<file path="src/verilog/cfdp_regs.svh">
// constants of the flag datapath and dual data pointer unit
// assumes inclusion by bare name from every design file that needs them
`ifndef CFDP_REGS_SVH
`define CFDP_REGS_SVH

// ----------------------------------------------------------------
// data pointer control register
// ----------------------------------------------------------------
`define CFDP_CTRL_ADDR 8'hA7
`define CFDP_CTRL_RESET 8'h00
`define CFDP_CTRL_WR_MASK 8'h7D
`define CFDP_CTRL_SEL_BIT 0
`define CFDP_CTRL_SWAP_BIT 6
`define CFDP_CTRL_SHADOW_MODE_HI 5
`define CFDP_CTRL_SHADOW_MODE_LO 4
`define CFDP_CTRL_MAIN_MODE_HI 3
`define CFDP_CTRL_MAIN_MODE_LO 2

// ----------------------------------------------------------------
// reset values and arithmetic constants
// ----------------------------------------------------------------
`define CFDP_PTR_RESET 16'h0000
`define CFDP_BYTE_RESET 8'h00
`define CFDP_DA_LO_ADJ 9'h006
`define CFDP_DA_HI_ADJ 9'h060
`define CFDP_DA_LO_LIMIT 4'h9
`define CFDP_DA_CY_LIMIT 9'h099

`endif
</file>
<file path="src/verilog/cfdp_pkg.sv">
// types shared by the flag datapath and dual data pointer unit
// assumes nothing beyond a SystemVerilog compiler
package cfdp_pkg;

    // ----------------------------------------------------------------
    // operations handed over by the instruction sequencer
    // ----------------------------------------------------------------
    typedef enum logic [2:0] {
        CFDP_OP_NONE,
        CFDP_OP_DIV,
        CFDP_OP_DA,
        CFDP_OP_RRC,
        CFDP_OP_RLC,
        CFDP_OP_CJNE
    } cfdp_op_type;

    // ----------------------------------------------------------------
    // per pointer post-move update mode, order gives the field encoding
    // ----------------------------------------------------------------
    typedef enum logic [1:0] {
        CFDP_MODE_STANDARD,
        CFDP_MODE_INC,
        CFDP_MODE_DEC,
        CFDP_MODE_TOGGLE
    } cfdp_ptr_mode_type;

endpackage

</file>
<file path="src/verilog/cfdp_arith.sv">
// combinational results for divide, decimal adjust, rotates and compare
// assumes operands are stable for the cycle in which op is presented
`include "cfdp_regs.svh"

module cfdp_arith (
    input wire cfdp_pkg::cfdp_op_type op,
    input wire logic [7:0] acc,
    input wire logic [7:0] b,
    input wire logic cy,
    input wire logic ac,
    input wire logic ov,
    input wire logic [7:0] src,
    input wire logic [7:0] dst,
    output logic [7:0] res_acc,
    output logic [7:0] res_b,
    output logic res_cy,
    output logic res_ov,
    output logic res_take
);

    // ----------------------------------------------------------------
    // decimal adjust
    // ----------------------------------------------------------------
    logic lo_adj;
    logic [8:0] sum_lo;
    logic [8:0] sum_hi;

    always_comb begin
        lo_adj = ac || (acc[3:0] > `CFDP_DA_LO_LIMIT);
        sum_lo = {1'b0, acc} + (lo_adj ? `CFDP_DA_LO_ADJ : 9'h000);
        sum_hi = sum_lo + ((cy || lo_adj) ? `CFDP_DA_HI_ADJ : 9'h000);
    end

    // ----------------------------------------------------------------
    // result select; untouched flags and registers pass through
    // ----------------------------------------------------------------
    always_comb begin
        res_acc = acc;
        res_b = b;
        res_cy = cy;
        res_ov = ov;
        res_take = 1'b0;
        case (op)
            cfdp_pkg::CFDP_OP_DIV: begin
                res_cy = 1'b0;
                res_ov = (b == 8'h00);
                // divide by zero leaves both operands as they were
                if (b != 8'h00) begin
                    res_acc = acc / b;
                    res_b = acc % b;
                end
            end
            cfdp_pkg::CFDP_OP_DA: begin
                res_acc = sum_hi[7:0];
                res_cy = (sum_hi > `CFDP_DA_CY_LIMIT);
            end
            cfdp_pkg::CFDP_OP_RRC: begin
                res_acc = {cy, acc[7:1]};
                res_cy = acc[0];
            end
            cfdp_pkg::CFDP_OP_RLC: begin
                res_acc = {acc[6:0], cy};
                res_cy = acc[7];
            end
            cfdp_pkg::CFDP_OP_CJNE: begin
                res_take = (src != dst);
                res_cy = (src > dst);
            end
            default: begin
                res_take = 1'b0;
            end
        endcase
    end

endmodule

</file>
<file path="src/verilog/cfdp_core.sv">
// flag datapath for divide, decimal adjust, rotates, compare-and-branch,
// and the main and shadow data pointers with their control register
// assumes one sequencer on clk_sys drives all requests as one-cycle strobes
`include "cfdp_regs.svh"

module cfdp_core (
    input wire logic clk_sys,
    input wire logic rst,
    input wire logic op_valid,
    input wire cfdp_pkg::cfdp_op_type op_code,
    input wire logic [7:0] acc_in,
    input wire logic [7:0] b_in,
    input wire logic cy_in,
    input wire logic aux_carry_flag,
    input wire logic overflow_flag,
    input wire logic [7:0] cmp_src,
    input wire logic [7:0] cmp_dst,
    input wire logic [7:0] sfr_addr,
    input wire logic sfr_wr_en,
    input wire logic sfr_rd_en,
    input wire logic [7:0] sfr_wdata,
    input wire logic ptr_load_en,
    input wire logic [15:0] ptr_load_value,
    input wire logic ptr_move_en,
    input wire logic ptr_move_via_active_data_pointer,
    output logic [7:0] acc_out_ff,
    output logic [7:0] b_out_ff,
    output logic cy_out_ff,
    output logic ov_out_ff,
    output logic result_valid_ff,
    output logic branch_take_ff,
    output logic [7:0] sfr_rdata_ff,
    output logic [15:0] active_data_pointer_ff
);

    // ----------------------------------------------------------------
    // arithmetic results
    // ----------------------------------------------------------------
    cfdp_pkg::cfdp_op_type op_eff;
    logic [7:0] res_acc;
    logic [7:0] res_b;
    logic res_cy;
    logic res_ov;
    logic res_take;

    assign op_eff = op_valid ? op_code : cfdp_pkg::CFDP_OP_NONE;

    cfdp_arith u_arith (
        .op(op_eff),
        .acc(acc_in),
        .b(b_in),
        .cy(cy_in),
        .ac(aux_carry_flag),
        .ov(overflow_flag),
        .src(cmp_src),
        .dst(cmp_dst),
        .res_acc(res_acc),
        .res_b(res_b),
        .res_cy(res_cy),
        .res_ov(res_ov),
        .res_take(res_take)
    );

    logic [7:0] nxt_acc_out;
    logic [7:0] nxt_b_out;
    logic nxt_cy_out;
    logic nxt_ov_out;
    logic nxt_result_valid;
    logic nxt_branch_take;

    always_comb begin
        nxt_acc_out = acc_out_ff;
        nxt_b_out = b_out_ff;
        nxt_cy_out = cy_out_ff;
        nxt_ov_out = ov_out_ff;
        nxt_result_valid = 1'b0;
        nxt_branch_take = 1'b0;
        if (op_valid && op_code != cfdp_pkg::CFDP_OP_NONE) begin
            nxt_acc_out = res_acc;
            nxt_b_out = res_b;
            nxt_cy_out = res_cy;
            nxt_ov_out = res_ov;
            nxt_result_valid = 1'b1;
            nxt_branch_take = res_take;
        end
    end

    always_ff @(posedge clk_sys or posedge rst) begin
        if (rst) begin
            acc_out_ff <= `CFDP_BYTE_RESET;
            b_out_ff <= `CFDP_BYTE_RESET;
            cy_out_ff <= 1'b0;
            ov_out_ff <= 1'b0;
            result_valid_ff <= 1'b0;
            branch_take_ff <= 1'b0;
        end else begin
            acc_out_ff <= nxt_acc_out;
            b_out_ff <= nxt_b_out;
            cy_out_ff <= nxt_cy_out;
            ov_out_ff <= nxt_ov_out;
            result_valid_ff <= nxt_result_valid;
            branch_take_ff <= nxt_branch_take;
        end
    end

    // ----------------------------------------------------------------
    // control register and pointers
    // ----------------------------------------------------------------
    logic [7:0] ctrl_ff;
    logic [15:0] main_ptr_ff;
    logic [15:0] shadow_ptr_ff;
    logic [7:0] nxt_ctrl;
    logic [15:0] nxt_main_ptr;
    logic [15:0] nxt_shadow_ptr;
    logic [15:0] nxt_active;
    logic [7:0] nxt_sfr_rdata;
    logic ctrl_hit;
    logic use_shadow;
    logic [15:0] used_ptr;
    logic [15:0] used_ptr_next;
    cfdp_pkg::cfdp_ptr_mode_type used_mode;

    assign ctrl_hit = (sfr_addr == `CFDP_CTRL_ADDR);
    assign use_shadow = ctrl_ff[`CFDP_CTRL_SEL_BIT];
    assign used_ptr = use_shadow ? shadow_ptr_ff : main_ptr_ff;
    assign used_mode = use_shadow ?
        cfdp_pkg::cfdp_ptr_mode_type'(ctrl_ff[`CFDP_CTRL_SHADOW_MODE_HI:`CFDP_CTRL_SHADOW_MODE_LO]) :
        cfdp_pkg::cfdp_ptr_mode_type'(ctrl_ff[`CFDP_CTRL_MAIN_MODE_HI:`CFDP_CTRL_MAIN_MODE_LO]);

    cfdp_ptr_step u_step (
        .ptr(used_ptr),
        .mode(used_mode),
        .ptr_next(used_ptr_next)
    );

    always_comb begin
        nxt_ctrl = ctrl_ff;
        nxt_main_ptr = main_ptr_ff;
        nxt_shadow_ptr = shadow_ptr_ff;
        // a load of the active pointer outranks the pointer step of a move in the same cycle
        if (ptr_load_en) begin
            if (use_shadow) begin
                nxt_shadow_ptr = ptr_load_value;
            end else begin
                nxt_main_ptr = ptr_load_value;
            end
        end else if (ptr_move_en && ptr_move_via_active_data_pointer) begin
            // step the pointer that was used, swap comes afterwards
            if (use_shadow) begin
                nxt_shadow_ptr = used_ptr_next;
            end else begin
                nxt_main_ptr = used_ptr_next;
            end
        end
        if (ptr_move_en && ctrl_ff[`CFDP_CTRL_SWAP_BIT]) begin
            nxt_ctrl[`CFDP_CTRL_SEL_BIT] = ~ctrl_ff[`CFDP_CTRL_SEL_BIT];
        end
        // software write wins over an automatic swap in the same cycle
        if (sfr_wr_en && ctrl_hit) begin
            nxt_ctrl = sfr_wdata & `CFDP_CTRL_WR_MASK;
        end
        nxt_active = nxt_ctrl[`CFDP_CTRL_SEL_BIT] ? nxt_shadow_ptr : nxt_main_ptr;
        nxt_sfr_rdata = (sfr_rd_en && ctrl_hit) ? ctrl_ff : 8'h00;
    end

    always_ff @(posedge clk_sys or posedge rst) begin
        if (rst) begin
            ctrl_ff <= `CFDP_CTRL_RESET;
            main_ptr_ff <= `CFDP_PTR_RESET;
            shadow_ptr_ff <= `CFDP_PTR_RESET;
            active_data_pointer_ff <= `CFDP_PTR_RESET;
            sfr_rdata_ff <= 8'h00;
        end else begin
            ctrl_ff <= nxt_ctrl;
            main_ptr_ff <= nxt_main_ptr;
            shadow_ptr_ff <= nxt_shadow_ptr;
            active_data_pointer_ff <= nxt_active;
            sfr_rdata_ff <= nxt_sfr_rdata;
        end
    end

    logic op_div;
    logic op_da;
    logic da_lo;
    logic [8:0] da_sum;
    logic mv_main_inc;

    assign op_div = op_valid && op_code == cfdp_pkg::CFDP_OP_DIV;
    assign op_da = op_valid && op_code == cfdp_pkg::CFDP_OP_DA;
    assign da_lo = aux_carry_flag || acc_in[3:0] > 4'h9;
    assign da_sum = {1'b0, acc_in} + (da_lo ? 9'h066 : (cy_in ? 9'h060 : 9'h000));
    assign mv_main_inc = ptr_move_en && ptr_move_via_active_data_pointer && !ptr_load_en && !use_shadow
        && ctrl_ff[3:2] == 2'b01;

    // pass-through, register bus, main toggle and standard, and shadow increment pointer modes
    logic op_rot;
    logic op_cjne;
    logic mv_main;
    logic mv_shadow;
    assign op_rot = op_valid && (op_code == cfdp_pkg::CFDP_OP_RRC
        || op_code == cfdp_pkg::CFDP_OP_RLC);
    assign op_cjne = op_valid && op_code == cfdp_pkg::CFDP_OP_CJNE;
    assign mv_main = ptr_move_en && ptr_move_via_active_data_pointer && !ptr_load_en && !use_shadow;
    assign mv_shadow = ptr_move_en && ptr_move_via_active_data_pointer && !ptr_load_en && use_shadow;
endmodule

</file>
<file path="src/verilog/cfdp_ptr_step.sv">
// post-move update of one 16-bit data pointer
// assumes the caller decides whether a move through the pointer happened
module cfdp_ptr_step (
    input wire logic [15:0] ptr,
    input wire cfdp_pkg::cfdp_ptr_mode_type mode,
    output logic [15:0] ptr_next
);

    // ----------------------------------------------------------------
    // step function, wraps modulo 2^16
    // ----------------------------------------------------------------
    function automatic logic [15:0] step(input logic [15:0] p,
                                         input cfdp_pkg::cfdp_ptr_mode_type m);
        logic [15:0] r;
        r = p;
        case (m)
            cfdp_pkg::CFDP_MODE_INC: r = 16'(p + 16'h0001);
            cfdp_pkg::CFDP_MODE_DEC: r = 16'(p - 16'h0001);
            cfdp_pkg::CFDP_MODE_TOGGLE: r = {p[15:1], ~p[0]};
            default: r = p;
        endcase
        return r;
    endfunction

    always_comb begin
        ptr_next = step(ptr, mode);
    end

endmodule

</file>
<file path="config.mk">
export PLATFORM = sky130hd
export DESIGN_NAME = cfdp_core
export DESIGN_NICKNAME = d
export VERILOG_FILES = /design/src/verilog/cfdp_pkg.sv /design/src/verilog/cfdp_arith.sv /design/src/verilog/cfdp_core.sv /design/src/verilog/cfdp_ptr_step.sv
export VERILOG_INCLUDE_DIRS = /design/src /design/src/verilog
export SDC_FILE = /design/constraint.sdc
export NUM_CORES = 1
export LEC_CHECK = 0
export ABC_AREA = 1
export BUFFER_PORTS_ARGS = -buffer_cell sky130_fd_sc_hd__buf_2
export CORE_AREA = 2 2 178 180
export CTS_BUF_LIST = sky130_fd_sc_hd__clkbuf_8
export DETAILED_ROUTE_END_ITERATION = 10
export DIE_AREA = 0 0 180 182
export GPL_ROUTABILITY_DRIVEN = 0
export PLACE_DENSITY = 0.37
export SLEW_MARGIN = 10
export SYNTH_ARGS = -nofsm -noshare
export SYNTH_HDL_FRONTEND = slang
export SYNTH_SLANG_ARGS = --single-unit
</file>
<file path="constraint.sdc">
create_clock -name clk_sys -period 4.14 [get_ports clk_sys]
set_input_delay 0.414 -clock clk_sys [delete_from_list [all_inputs] [get_ports clk_sys]]
set_output_delay 0.414 -clock clk_sys [all_outputs]
set_load 0.01 [all_outputs]
</file>
**Yosys cells after proc, flatten, opt, wreduce, memory -nomap -nowiden**

Cells that the tools add are included.

- Reduce and logical (&&, ||, !) cells: 10
- Equal/unequal tests: 10
- $lt $le $gt $ge: 3
- Divide/modulo/power cells: 2
- Multiplexer cells: 27
- Add/subtract/negate cells: 4
- Bitwise logic cells: 2

Operators with widths:

| operator | count |
|---|---|
| two-way mux 16 bit | 10 |
| case mux 16 bit (3 select lines) | 1 |
| case mux 8 bit (4 select lines) | 1 |
| two-way mux 8 bit | 3 |
| adder 16 x 1 -> 16 bit (second input constant) | 1 |
| subtractor 16 x 1 -> 16 bit (second input constant) | 1 |
| two-way mux 7 bit | 2 |
| adder 8 x 9 -> 9 bit | 1 |
| adder 9 bit | 1 |
| > comparator 9 x 8 -> 1 bit (second input constant) | 1 |
| divider 8 x 8 -> 8 bit | 1 |
| == test 8 bit (second input constant) | 1 |
| > comparator 8 bit | 1 |
| logical NOT 8 bit | 1 |
| modulo 8 x 8 -> 8 bit | 1 |
| != test 8 bit | 1 |
| nonzero test 8 bit | 1 |
| == test 3 x 2 -> 1 bit (second input constant) | 2 |
| == test 3 bit (second input constant) | 2 |
| two-way mux 1 bit | 6 |
| two-way mux 3 bit | 2 |
| logical AND 1 bit | 5 |
| case mux 1 bit (5 select lines) | 1 |
| == test 2 bit (second input constant) | 2 |
| 7 further kinds | 9 |

- Output and inout port bits: 44
- Logic and storage cells: 70
- Input bits: 78
- Register bits after elaboration: 81

**Longest topological paths before layout**

Gate-level depths: netlist (run 1).

- Depth after elaboration: 7
- Depth in mapped cells: 72
- Gate-level depth less buffers: 72

**Modules after synthesis**

From an unflattened synthesis (run 1), not the netlist that was laid out.

- Cells, all modules: 1277
- Area total of the unflattened synthesis: 8504.4 um2

By module, submodules not included:

| module | cells an instance | area each (um2) | times used | sequential area each (um2) |
|---|---|---|---|---|
| cfdp_core | 531 | 4361.7 | 1 | 2001.9 |
| cfdp_arith | 475 | 2852.7 | 1 | 0.0 |
| cfdp_ptr_step | 271 | 1290.0 | 1 | 0.0 |

**Worst setup path before layout (run 1)**

OpenSTA, ideal clock, no wires.

- Kind: input -> register
- Start: input b_in[0]
- End: register b_out_ff[0]
- Required time: 4.063 ns
- Buffers on the path: 1
- Data arrival time: 8.827 ns
- Library setup time: 0.077 ns
- Path slack: -4.764 ns
- Stages on the path: 62
- Cells stage by stage: inv_1 ha_1 o21ai_0 inv_1 nand3_1 nand2_1 ha_1 inv_1 o21bai_1 nand2_2 nand2_1 nand2_1 ha_1 a21oi_1 nand2_1 nand2_1 nand2_1 nand2_1 (+26 left out) ha_1 inv_1 nor4_1 nand2_1 nand3_2 inv_2 a21boi_0 ha_1 a21oi_1 nand2_1 a21oi_2 nor2_1 nor3_1 o21bai_1 buf_6 a21oi_1 o21ai_0 a21oi_1

- Cells in the longest elaborated chain, start to end: 3
- Elaborated cells between the ends (all ways): 4
- Classes of those cells: div: 1; mux: 2; reduce/logical: 1

RTL lines:

| item | line | text |
|---|---|---|
| from (decl) | cfdp_core.sv:12 | `input wire logic [7:0] b_in,` |
| modulo 8 x 8 -> 8 bit or nonzero test 8 bit (tied branches) | cfdp_arith.sv:50, cfdp_arith.sv:48 |  |
| two-way mux 8 bit | cfdp_arith.sv:48 | `if (b != 8'h00) begin` |
| two-way mux 8 bit * | cfdp_arith.sv:43 | `case (op)` |
| to (signal assigned) | cfdp_core.sv:91 | `` b_out_ff <= `CFDP_BYTE_RESET; `` |
| to (signal assigned) | cfdp_core.sv:98 | `b_out_ff <= nxt_b_out;` |
| to (decl) | cfdp_core.sv:27 | `output logic [7:0] b_out_ff,` |

Every way passes the cells marked *; elsewhere a longest branch is shown, timed or not.
A chain may end at the register's enable or synchronous reset.

**Worst setup path in the final report (run 1)**

- Start: input b_in[0]
- End: register b_out_ff[3]

- Cells in the longest elaborated chain, start to end: 3
- Elaborated cells between the ends (all ways): 4
- Classes of those cells: div: 1; mux: 2; reduce/logical: 1

RTL lines:

| item | line |
|---|---|
| modulo 8 x 8 -> 8 bit or nonzero test 8 bit (tied branches) | cfdp_arith.sv:50, cfdp_arith.sv:48 |
| two-way mux 8 bit * | cfdp_arith.sv:48 |
| two-way mux 8 bit * | cfdp_arith.sv:43 |

Marks and branches as above.

==> results.sh, run 1 <==
export IMPL_clock_skew_ps=13.92
export IMPL_fin_ws_ps=-4222
export IMPL_fmax_mhz=119.6
export IMPL_yosys_area_top_type_share_pct=26.36
export IMPL_fp_dieW_um=180
export IMPL_postPlaceCellArea_um2=9757
export IMPL_netlist_top_cells_count="264 x nand2_1, 130 x inv_1, 113 x o21ai_0"
export IMPL_crit_path_end_kind="flip-flop"
export IMPL_cts_max_path_buffers=2
export IMPL_drive_gt1_share_pct=36.46
export IMPL_start_util_pct=24.51
export IMPL_cts_sinks=80
export IMPL_worstMarginPinSlew_ps=933.2
export IMPL_totalWireLength_mm=27.93
export IMPL_rows=65
export IMPL_crit_type="input pin to flip-flop"
export IMPL_start_kind="input pin"
export IMPL_postSynthAreaPerCell_um2=6.726
export IMPL_overflow=0
export IMPL_clockRootBuffer="clkbuf_8"
export IMPL_critPathMostFrequentCell="buf_4"
export IMPL_ir_drop_mv=0.1358
export IMPL_cts_hold_fix_buffers=0
export IMPL_cts_clk_slew_worst_paths_ps=90
export IMPL_relSlewSlack_pct=37.72
export IMPL_synth_edff_count=0
export IMPL_setup_tns_ps=-42970
export IMPL_maxCapViolations=0
export IMPL_multi_input_area_um2=5644
export IMPL_vias=8409
export IMPL_dr_pass1_iters=4
export IMPL_areaGrowthSynthToFinish_pct=45.68
export IMPL_die_y_um=182
export IMPL_crit_required_ps=4430
export IMPL_crit_path_max_fanout=7
export IMPL_synthCells=1129
export IMPL_rsz0062_at_grt="yes"
export IMPL_drtIter0Drc=335
export IMPL_dp_cells=1750
export IMPL_ant_nets=0
export IMPL_drcViolationCount=0
export IMPL_io_pins=122
export IMPL_violations="negative setup slack"
export IMPL_syn_cell_area_um2=7594
export IMPL_antenna_found_initial=0
export IMPL_grt_pass1_vias=8696
export IMPL_wl_per_cell_um=15.26
export IMPL_yosysWarnings=0
export IMPL_via_per_inst=4.593
export IMPL_nFillCells=3360
export IMPL_die_area_um2=32760
export IMPL_synthTopCellsByArea="dfrtp_1 26%, nand2_1 13%, ha_1 11%"
export IMPL_ys_ff_latch=80
export IMPL_ys_seq_area_share_pct=26.36
export IMPL_clkLatencyLatePin_ps=400
export IMPL_fin_nets=1572
export IMPL_maxSlewViolCount=0
export IMPL_portBuffers=117
export IMPL_coreArea_um2=30990
export IMPL_setup_violations=12
export IMPL_cpPeakStageDelay_ps=290
export IMPL_async_reset_ff_share_pct=100.0
export IMPL_finalCritPeriodShare_pct=202.0
export IMPL_min_path_type="input pin to asynchronous set/reset pin"
export IMPL_slowest_stage="ha_4"
export IMPL_r2r_setup_slack_ps=790
export IMPL_grt_pass1_wl_mm=45.06
export IMPL_powerDensity_nw_per_um2=436.0
export IMPL_period_needed_ps=8362
export IMPL_postLayoutCellArea_um2=11060
export IMPL_cts_tree="done"
export IMPL_hold_viol=0
export IMPL_cts_buffers=9
export IMPL_arrival_ps=8650
export IMPL_p_leak_nw=5.600
export IMPL_instances_no_fill=1831
export IMPL_synth_area_leader_cell="dfrtp_1"
export IMPL_whs_ps=133.0
export IMPL_final_seq_area_um2=2003
export IMPL_n_antenna_cell=0
export IMPL_hpwl_mm=21.10
export IMPL_synth_main_ff_cell="dfrtp_1"
export IMPL_grt_max_degree=69
export IMPL_h_tree_depth=3
export IMPL_synth_most_common_cell="nand2_1"
export IMPL_status="complete, but fails checks"
export IMPL_synth_cell_types=53
export IMPL_track_usage_pct=17.18
export IMPL_fin_util_pct=35.70
-- registers in the layout, summed over array words and instances (netlist names), 6 cells and up --
signal / count
shadow_ptr_ff: 16
b_out_ff: 8
main_ptr_ff: 16
active_data_pointer_ff: 16
ctrl_ff: 6
acc_out_ff: 8
sfr_rdata_ff: 6
-- placed cells by master (no fill, tap or decap), types with 5 or more instances in the layout --
| cell type | count |
|---|---|
| buf_2 | 116 |
| nand3_1 | 50 |
| o21bai_1 | 7 |
| o21ai_4 | 5 |
| o21ai_1 | 14 |
| clkbuf_8 | 10 |
| or2_2 | 6 |
| nand3_2 | 16 |
| o22ai_1 | 14 |
| a31oi_1 | 10 |
| inv_2 | 19 |
| nand2_2 | 39 |
| a21o_1 | 6 |
| ha_1 | 42 |
| nand2_1 | 231 |
| xor2_1 | 20 |
| buf_4 | 193 |
| ha_4 | 24 |
| nand2_4 | 5 |
| and2_4 | 5 |
| nor3_2 | 5 |
| a21oi_1 | 78 |
| nand4_1 | 7 |
| nand3_4 | 8 |
| a21oi_2 | 12 |
| dfrtp_1 | 79 |
| inv_1 | 114 |
| o211ai_1 | 9 |
| inv_4 | 6 |
| buf_6 | 11 |
| o21ai_0 | 102 |
| nor2_1 | 100 |
| o21ai_2 | 9 |
-- stage by stage --
step	setup slack (ps)	power [mW]
after floorplan	-4221	2.983
after global routing	-4670	5.317
final	-4222	4.823
after global placement	-4965	3.933
after CTS	-4148	4.808
after detailed placement	-5098	3.915
-- final cells by class --
cell class	instances	area share (%)
multi-input cells	872	51.02
well taps	402	4.547
flip-flops and latches	80	18.11
repair buffers	321	19.60
inverters	141	5.022
clock inverters	5	0.4524
clock buffers	10	1.244
-- report_power, final --
| group | total (mW) | switching [mW] | internal, mW |
|---|---|---|---|
| sequential | 1.17 | 0.132 | 1.04 |
| combinational | 3.04 | 1.82 | 1.22 |
| clock | 0.610 | 0.323 | 0.287 |
| total | 4.82 | 2.28 | 2.54 |
-- per-layer routing --
layer | GRT usage, % | vias to the layer above | share of wire (%)
li1 | - | 4330 | -
met1 | 19.52 | 3948 | 42
met2 | 33.58 | 99 | 54
met3 | 1.745 | 32 | 2.0
met4 | 5.008 | 0 | 1.7
met5 | 0 | - | 0
-- worst max-delay path: cells and delay by family --
| kind | cells | cell delay (ps) |
|---|---|---|
| and+or+nand+nor | 25 | 3060 |
| adders and majority gates | 7 | 1770 |
| buffers and inverters | 19 | 1720 |
| AOI/OAI and AO/OA | 12 | 1550 |
| xor gates and xnor gates | 1 | 140 |
-- kinds of logic after synthesis --
group	Yosys count	synth area share, %
buffers and inverters	178	9.326
adders and majority gates	69	11.67
and+or+nand+nor	493	28.54
other	1	0.04938
DFF	80	26.36
xor gates and xnor gates	24	2.768
AOI/OAI and AO/OA	284	21.29
-- worst paths after layout --
kind                                      startpoint                              endpoint  depth (start not counted)
min                                              rst  active_data_pointer_ff[10]$_DFF_PP0_                          2
min in group clk_sys                    sfr_wdata[5]                ctrl_ff[5]$_DFFE_PP0P_                          3
min reg2reg                acc_out_ff[1]$_DFFE_PP0P_             acc_out_ff[1]$_DFFE_PP0P_                          2
max                                          b_in[0]               b_out_ff[3]$_DFFE_PP0P_                         64
max reg2reg                     ctrl_ff[0]$_DFF_PP0_   active_data_pointer_ff[7]$_DFF_PP0_                         15
max in group asynchronous                        rst                  ctrl_ff[0]$_DFF_PP0_                          3
-- repair_timing --
action                                 in CTS  in global routing
endpoints found under the hold margin       0                  0
setup endpoints to repair                  12                 13
gates resized for setup                   107                 34
setup buffers                              57                 12
cloned                                      1                  0
pin swaps                                  65                 32
Power figures use the tool's default switching activity.
==> run 2, diff against run 1 <==
- CORE_AREA: 2 2 178 180 -> 2 2 188 190
- DIE_AREA: 0 0 180 182 -> 0 0 190 192
- SYNTH_HIERARCHICAL: unset -> 1
==> run 2 against run 1 <==
Net effect:
- the run still ends with negative setup slack left
- routed wire length rose by 9.8%
- sequential share of layout area decreased by 1.3 points
- highest routed layer is now met5
- combinational power is 46% higher
- synthesized cell count up 13%
- fmax decreased by 0.33%
- worst setup slack worse by 28 ps
- clock power grew 15%
- largest power group unchanged
==> results.sh, run 2 <==
export IMPL_status="complete, but fails checks"
export IMPL_violations="negative setup slack"
export IMPL_worstMarginPinSlew_ps=1089
export IMPL_clkLatencyLatePin_ps=400
export IMPL_critPathMostFrequentCell="nand2_2"
export IMPL_dr_pass1_iters=5
export IMPL_n_antenna_cell=0
export IMPL_p_leak_nw=6.208
export IMPL_path_buf_inv=11
export IMPL_coreArea_um2=34290
export IMPL_track_usage_pct=16.97
export IMPL_portBuffers=117
export IMPL_start_kind="input pin"
export IMPL_grt_pass1_vias=8714
export IMPL_powerDensity_nw_per_um2=533.1
export IMPL_crit_type="input pin to flip-flop"
export IMPL_via_per_inst=4.450
export IMPL_netlist_top_cells_count="343 x nand2_1, 208 x inv_1, 91 x nand3_1"
export IMPL_overflow=0
export IMPL_maxCapViolations=0
export IMPL_io_pins=122
export IMPL_setup_violations=13
export IMPL_ys_seq_area_share_pct=23.54
export IMPL_fin_ws_ps=-4250
export IMPL_clkPwrFrac_pct=11.1
export IMPL_crit_path_end_kind="flip-flop"
export IMPL_synth_edff_count=0
export IMPL_fp_dieW_um=190
export IMPL_cts_hold_fix_buffers=0
export IMPL_drive_gt1_share_pct=37.15
export IMPL_reg_top3="active_data_pointer_ff (16), main_ptr_ff (16), shadow_ptr_ff (16)"
export IMPL_cts_sinks=80
export IMPL_rsz0062_at_grt="yes"
export IMPL_synth_main_ff_cell="dfrtp_1"
export IMPL_cts_max_path_buffers=2
export IMPL_seq_power_share_pct=18.9
export IMPL_totalWireLength_mm=30.66
export IMPL_path_delay_family="simple AND/OR/NAND/NOR gates"
export IMPL_final_cell_mix="302 x nand2_1, 189 x inv_1, 164 x buf_4"
export IMPL_cpPeakStageDelay_ps=360
export IMPL_h_tree_depth=3
export IMPL_clock_skew_ps=26.21
export IMPL_arrival_ps=8690
export IMPL_relSlewSlack_pct=26.65
export IMPL_drcViolationCount=0
export IMPL_crit_required_ps=4440
export IMPL_yosysWarnings=6
export IMPL_p_switching_mw=3.353
export IMPL_drtIter0Drc=537
export IMPL_fin_nets=1669
export IMPL_fmax_mhz=119.2
export IMPL_intPower_mw=3.004
export IMPL_vias=8864
export IMPL_areaGrowthSynthToFinish_pct=40.19
export IMPL_die_area_um2=36480
export IMPL_min_path_type="input pin to asynchronous set/reset pin"
export IMPL_ys_ff_latch=80
export IMPL_preCtsSetupSlack_ps=-4929
export IMPL_antenna_found_initial=1
export IMPL_grt_max_degree=64
export IMPL_slowest_stage="fa_2"
export IMPL_async_reset_ff_share_pct=100.0
export IMPL_final_common_cell="nand2_1"
export IMPL_whs_ps=204.0
export IMPL_yosys_area_top_type_share_pct=23.54
export IMPL_synthTopCellsByArea="dfrtp_1 24%, nand2_1 15%, inv_1 9.2%"
export IMPL_finalCritPeriodShare_pct=202.6
export IMPL_hpwl_mm=23.39
export IMPL_postSynthAreaPerCell_um2=6.660
export IMPL_clockRootBuffer="clkbuf_8"
export IMPL_fin_util_pct=34.77
export IMPL_start_util_pct=24.80
export IMPL_period_needed_ps=8390
export IMPL_cts_clk_slew_worst_paths_ps=120
export IMPL_hold_viol=0
export IMPL_synth_cell_types=60
export IMPL_synthCells=1277
export IMPL_synth_area_leader_cell="dfrtp_1"
export IMPL_ant_nets=0
export IMPL_sw_frac_of_total_pct=52.75
export IMPL_die_y_um=192
export IMPL_cts_buffers=9
export IMPL_maxSlewViolCount=0
export IMPL_rows=68
export IMPL_wl_per_cell_um=15.39
export IMPL_syn_cell_area_um2=8504
export IMPL_cts_tree="done"
export IMPL_synth_most_common_cell="nand2_1"
export IMPL_crit_path_max_fanout=8
export IMPL_ir_drop_mv=0.2381
export IMPL_pwr_share_comb_pct=70.0
export IMPL_grt_pass1_wl_mm=48.45
export IMPL_p_total_mw=6.356
## run 2: changes by cell type after synthesis, sizes merged, moves of 9 or more
| cell | delta |
|---|---|
| clkbuf | -11 |
| o21ai | -56 |
| nand3 | +36 |
| ha | -9 |
| a31oi | -10 |
| buf | +18 |
| o211ai | +13 |
| nor2 | -26 |
| nand2 | +101 |
| a21oi | -25 |
| inv | +82 |
| mux2 | +18 |
| nand4 | +18 |
## run 2: cells by family (layout without fill, tap and decap cells)
| logic type | count (synthesis) | in the layout | synth area share (%) |
|---|---|---|---|
| AND/OR/NAND/NOR | 622 | 622 | 34.31 |
| buffers and inverters | 265 | 524 | 13.18 |
| AO/OA/AOI/OAI | 201 | 201 | 13.80 |
| flip-flops | 80 | 80 | 23.54 |
| adder cells (fa/ha/maj) | 59 | 59 | 8.857 |
| XOR/XNOR | 30 | 30 | 3.619 |
| multiplexers | 19 | 19 | 2.648 |
| other | 1 | 2 | 0.04409 |
## run 2: layer usage
layer / vias to the layer above / routed length, µm / track usage (%)
li1: 4633 / - / -
met1: 4045 / 15520 / 24.61
met2: 158 / 13410 / 26.08
met3: 26 / 1199 / 2.722
met4: 2 / 528 / 4.144
met5: - / 7 / 0
## run 2: cell type report
class | instances | area [µm²]
flip-flops and latches | 80 | 2003
inverters | 221 | 858.3
clock buffers | 9 | 123.9
well taps | 455 | 569.3
clock inverters | 7 | 83.83
repair buffers | 287 | 1903
multi-input cells | 933 | 6381
fillers | 3753 | 22370
## run 2: metrics by stage
step                std cells  area [µm²]  TNS, ps
global route             1992       11920   -50030
detailed placement       1944       10770   -51850
floorplan                1278        8851   -42900
global placement         1944       10770   -51500
CTS                      1972       11280   -43820
finish                   1992       11920   -44110
## run 2: power groups by stage
stage | Combinational, mW | Sequential (mW) | Clock (mW)
floorplan | 3.01 | 1.24 | 0
global placement | 4.22 | 1.22 | 0
detailed placement | 4.21 | 1.21 | 0
CTS | 4.30 | 1.20 | 0.740
global route | 5.07 | 1.24 | 0.757
finish | 4.45 | 1.20 | 0.703
## run 2: final timing paths
| check | startpoint | end | slack (ps) | cells after the start |
|---|---|---|---|---|
| worst max register to register | ctrl_ff[0]$_DFF_PP0_ | active_data_pointer_ff[6]$_DFF_PP0_ | 830 | 19 |
| worst min-delay path | rst | cy_out_ff$_DFFE_PP0P_ | 200 | 2 |
| worst min register to register | ctrl_ff[3]$_DFFE_PP0P_ | sfr_rdata_ff[3]$_DFF_PP0_ | 510 | 2 |
| min in group clk_sys | sfr_wdata[5] | ctrl_ff[5]$_DFFE_PP0P_ | 270 | 3 |
| max in group asynchronous | rst | main_ptr_ff[4]$_DFF_PP0_ | 3140 | 3 |
| worst max-delay path | b_in[0] | b_out_ff[6]$_DFFE_PP0P_ | -4250 | 64 |
## run 2: repair_timing
item	4_1_cts	5_1_grt
gates resized for setup	40	117
endpoints found under the hold margin	0	0
setup endpoints to repair	13	13
pin swaps	33	72
setup buffers	12	20
==> run 3, diff against run 2 <==
- ABC_AREA: 1 -> unset
- ABC_CLOCK_PERIOD_IN_PS: unset -> 4140
- CORE_AREA: 2 2 188 190 -> 2 2 185 187
- DIE_AREA: 0 0 190 192 -> 0 0 187 189
- SLEW_MARGIN: 10 -> 0
==> run 3 against run 2 <==
Net effect:
- critical path depth shrank 16
- power is 16% lower
- register-to-register slack worse by 480 ps
- non-clock buffer count grew 35
- area after synthesis decreased by 3.1%
- sequential power increased by 4%
- the run still ends with negative setup slack left
- via count shrank 12%
- flip-flop and latch count is the same
- worst hold slack got worse by 94 ps
- sequential share of layout area is 0.47 points higher
==> results.sh, run 3 <==
export IMPL_status="complete, but fails checks"
export IMPL_violations="negative setup slack"
export IMPL_cts_hold_fix_buffers=0
export IMPL_fmax_mhz=100.7
export IMPL_reg_top3="active_data_pointer_ff (16), main_ptr_ff (16), shadow_ptr_ff (16)"
export IMPL_synthTopCellsByArea="dfrtp_1 24%, mux2i_1 12%, ha_1 8.7%"
export IMPL_synth_edff_count=0
export IMPL_setup_violations=13
export IMPL_io_pins=122
export IMPL_synthCells=903
export IMPL_clkPwrFrac_pct=11.0
export IMPL_cpPeakStageDelay_ps=410
export IMPL_h_tree_depth=3
export IMPL_yosys_area_top_type_share_pct=24.31
export IMPL_maxCapViolations=0
export IMPL_netlist_top_cells_count="99 x mux2i_1, 80 x dfrtp_1, 68 x nand2_1"
export IMPL_multi_input_area_um2=6464
export IMPL_die_y_um=189
export IMPL_start_kind="input pin"
export IMPL_dp_cells=1575
export IMPL_synth_area_leader_cell="dfrtp_1"
export IMPL_clkLatencyLatePin_ps=390
export IMPL_syn_cell_area_um2=8237
export IMPL_cts_buffers=9
export IMPL_yosysWarnings=6
export IMPL_sw_frac_of_total_pct=43.62
export IMPL_cts_sinks=80
export IMPL_cts_tree="done"
export IMPL_clock_skew_ps=14.52
export IMPL_slowest_stage="a2111o_1"
export IMPL_grt_pass1_wl_mm=44.22
export IMPL_rsz0062_at_grt="yes"
export IMPL_areaGrowthSynthToFinish_pct=40.80
export IMPL_via_per_inst=4.763
export IMPL_crit_path_end_kind="flip-flop"
export IMPL_ys_seq_area_share_pct=24.31
export IMPL_p_total_mw=5.317
export IMPL_final_cell_mix="190 x buf_4, 115 x buf_2, 98 x mux2i_1"
export IMPL_r2r_cells=15
export IMPL_crit_required_ps=4430
export IMPL_cts_max_path_buffers=2
export IMPL_instances_no_fill=1637
export IMPL_fp_dieW_um=187
export IMPL_coreArea_um2=33280
export IMPL_totalWireLength_mm=27.98
export IMPL_synth_most_common_cell="mux2i_1"
export IMPL_finalCritPeriodShare_pct=239.8
export IMPL_overflow=0
export IMPL_period_needed_ps=9928
export IMPL_ys_ff_latch=80
export IMPL_relSlewSlack_pct=31.08
export IMPL_ant_nets=0
export IMPL_cts_clk_slew_worst_paths_ps=90
export IMPL_min_path_type="input pin to asynchronous set/reset pin"
export IMPL_drtIter0Drc=432
export IMPL_p_switching_mw=2.319
export IMPL_clockRootBuffer="clkbuf_8"
export IMPL_dr_pass1_iters=6
export IMPL_seq_power_share_pct=23.5
export IMPL_grt_pass1_vias=7960
export IMPL_hold_viol=0
export IMPL_intPower_mw=2.998
export IMPL_portBuffers=117
export IMPL_pwr_share_comb_pct=65.5
export IMPL_drive_gt1_share_pct=44.91
export IMPL_maxSlewViolCount=0
export IMPL_drcViolationCount=0
export IMPL_synth_main_ff_cell="dfrtp_1"
export IMPL_fin_ws_ps=-5788
export IMPL_antenna_found_initial=0
export IMPL_grt_max_degree=51
export IMPL_async_reset_ff_share_pct=100.0
export IMPL_arrival_ps=10220
export IMPL_crit_type="input pin to flip-flop"
export IMPL_wl_per_cell_um=17.09
export IMPL_final_common_cell="buf_4"
export IMPL_track_usage_pct=15.83
export IMPL_postSynthAreaPerCell_um2=9.121
export IMPL_powerDensity_nw_per_um2=458.4
export IMPL_fin_nets=1321
export IMPL_worstMarginPinSlew_ps=1034
export IMPL_whs_ps=110.3
export IMPL_p_leak_nw=5.441
export IMPL_hpwl_mm=21.30
export IMPL_crit_path_max_fanout=8
export IMPL_preCtsSetupSlack_ps=-6540
export IMPL_die_area_um2=35340
export IMPL_n_antenna_cell=0
export IMPL_synth_cell_types=97
export IMPL_vias=7797
export IMPL_final_seq_area_um2=2003
export IMPL_rows=67
export IMPL_start_util_pct=24.75
export IMPL_nFillCells=3480
export IMPL_ir_drop_mv=0.2047
==> run 3: cells by family after synthesis <==
| group | synth area share [%] |
|---|---|
| other | 0.04553 |
| flip-flops | 24.31 |
| buffers and inverters | 6.395 |
| multiplexers | 21.69 |
| AO/OA/AOI/OAI | 20.17 |
| XOR/XNOR | 2.658 |
| adder cells (fa/ha/maj) | 9.145 |
| AND/OR/NAND/NOR | 15.59 |
==> run 3: final timing paths <==
check                      slack [ps]                                    to              startpoint
max                             -5790               b_out_ff[3]$_DFFE_PP0P_                 b_in[0]
min                               110             result_valid_ff$_DFF_PP0_                     rst
max reg2reg                       350  active_data_pointer_ff[14]$_DFF_PP0_    ctrl_ff[0]$_DFF_PP0_
min reg2reg                       500             sfr_rdata_ff[3]$_DFF_PP0_  ctrl_ff[3]$_DFFE_PP0P_
max in group asynchronous        3140             main_ptr_ff[12]$_DFF_PP0_                     rst
min in group clk_sys              260                ctrl_ff[6]$_DFFE_PP0P_            sfr_wdata[6]
==> run 3: power by group through the flow <==
stage | logic, mW | registers [mW] | clock network [mW]
6_report | 3.48 | 1.25 | 0.586
2_1_floorplan | 2.34 | 1.27 | 0
3_5_place_dp | 3.22 | 1.26 | 0
4_1_cts | 3.40 | 1.25 | 0.618
3_3_place_gp | 3.24 | 1.26 | 0
5_1_grt | 3.84 | 1.29 | 0.651
==> run 3: final cells by class <==
| class | instances | share of cell area, % |
|---|---|---|
| clock buffer | 12 | 1.424 |
| clock inverter | 4 | 0.2481 |
| inverter | 46 | 1.543 |
| multi-input combinational | 725 | 55.73 |
| sequential | 80 | 17.27 |
| tap | 448 | 4.833 |
| timing repair buffer | 322 | 18.94 |
==> run 3: critical path, delay by kind of cell <==
family | cells | cell delay [ps]
adder cells (fa/ha/maj) | 8 | 1890
AO/OA/AOI/OAI | 22 | 4800
buffers and inverters | 8 | 990
AND/OR/NAND/NOR | 7 | 1180
multiplexers | 3 | 890
==> run 3: through the flow <==
stage | setup TNS (ps) | util [%] | cell area, µm²
after floorplan | -60990 | - | 8506
final | -61630 | 34.85 | 11600
after CTS | -58300 | 33.52 | 11160
after global placement | -69030 | 31.48 | 10480
after global routing | -66070 | 34.85 | 11600
after detailed placement | -69110 | 31.48 | 10480
==> run 3: what timing repair did <==
action                     CTS  global route
setup buffers               21            26
pin swaps                   44            26
gates resized for setup     75            58
gates cloned                 1             1
setup endpoints to repair   13            15
==> run 3: layer usage <==
layer	GRT usage [%]	wire length (µm)	vias to the layer above
met5	0	0	-
met3	1.483	564	21
li1	-	-	3911
met4	4.274	367	0
met2	28.45	14170	96
met1	20.22	12880	3769
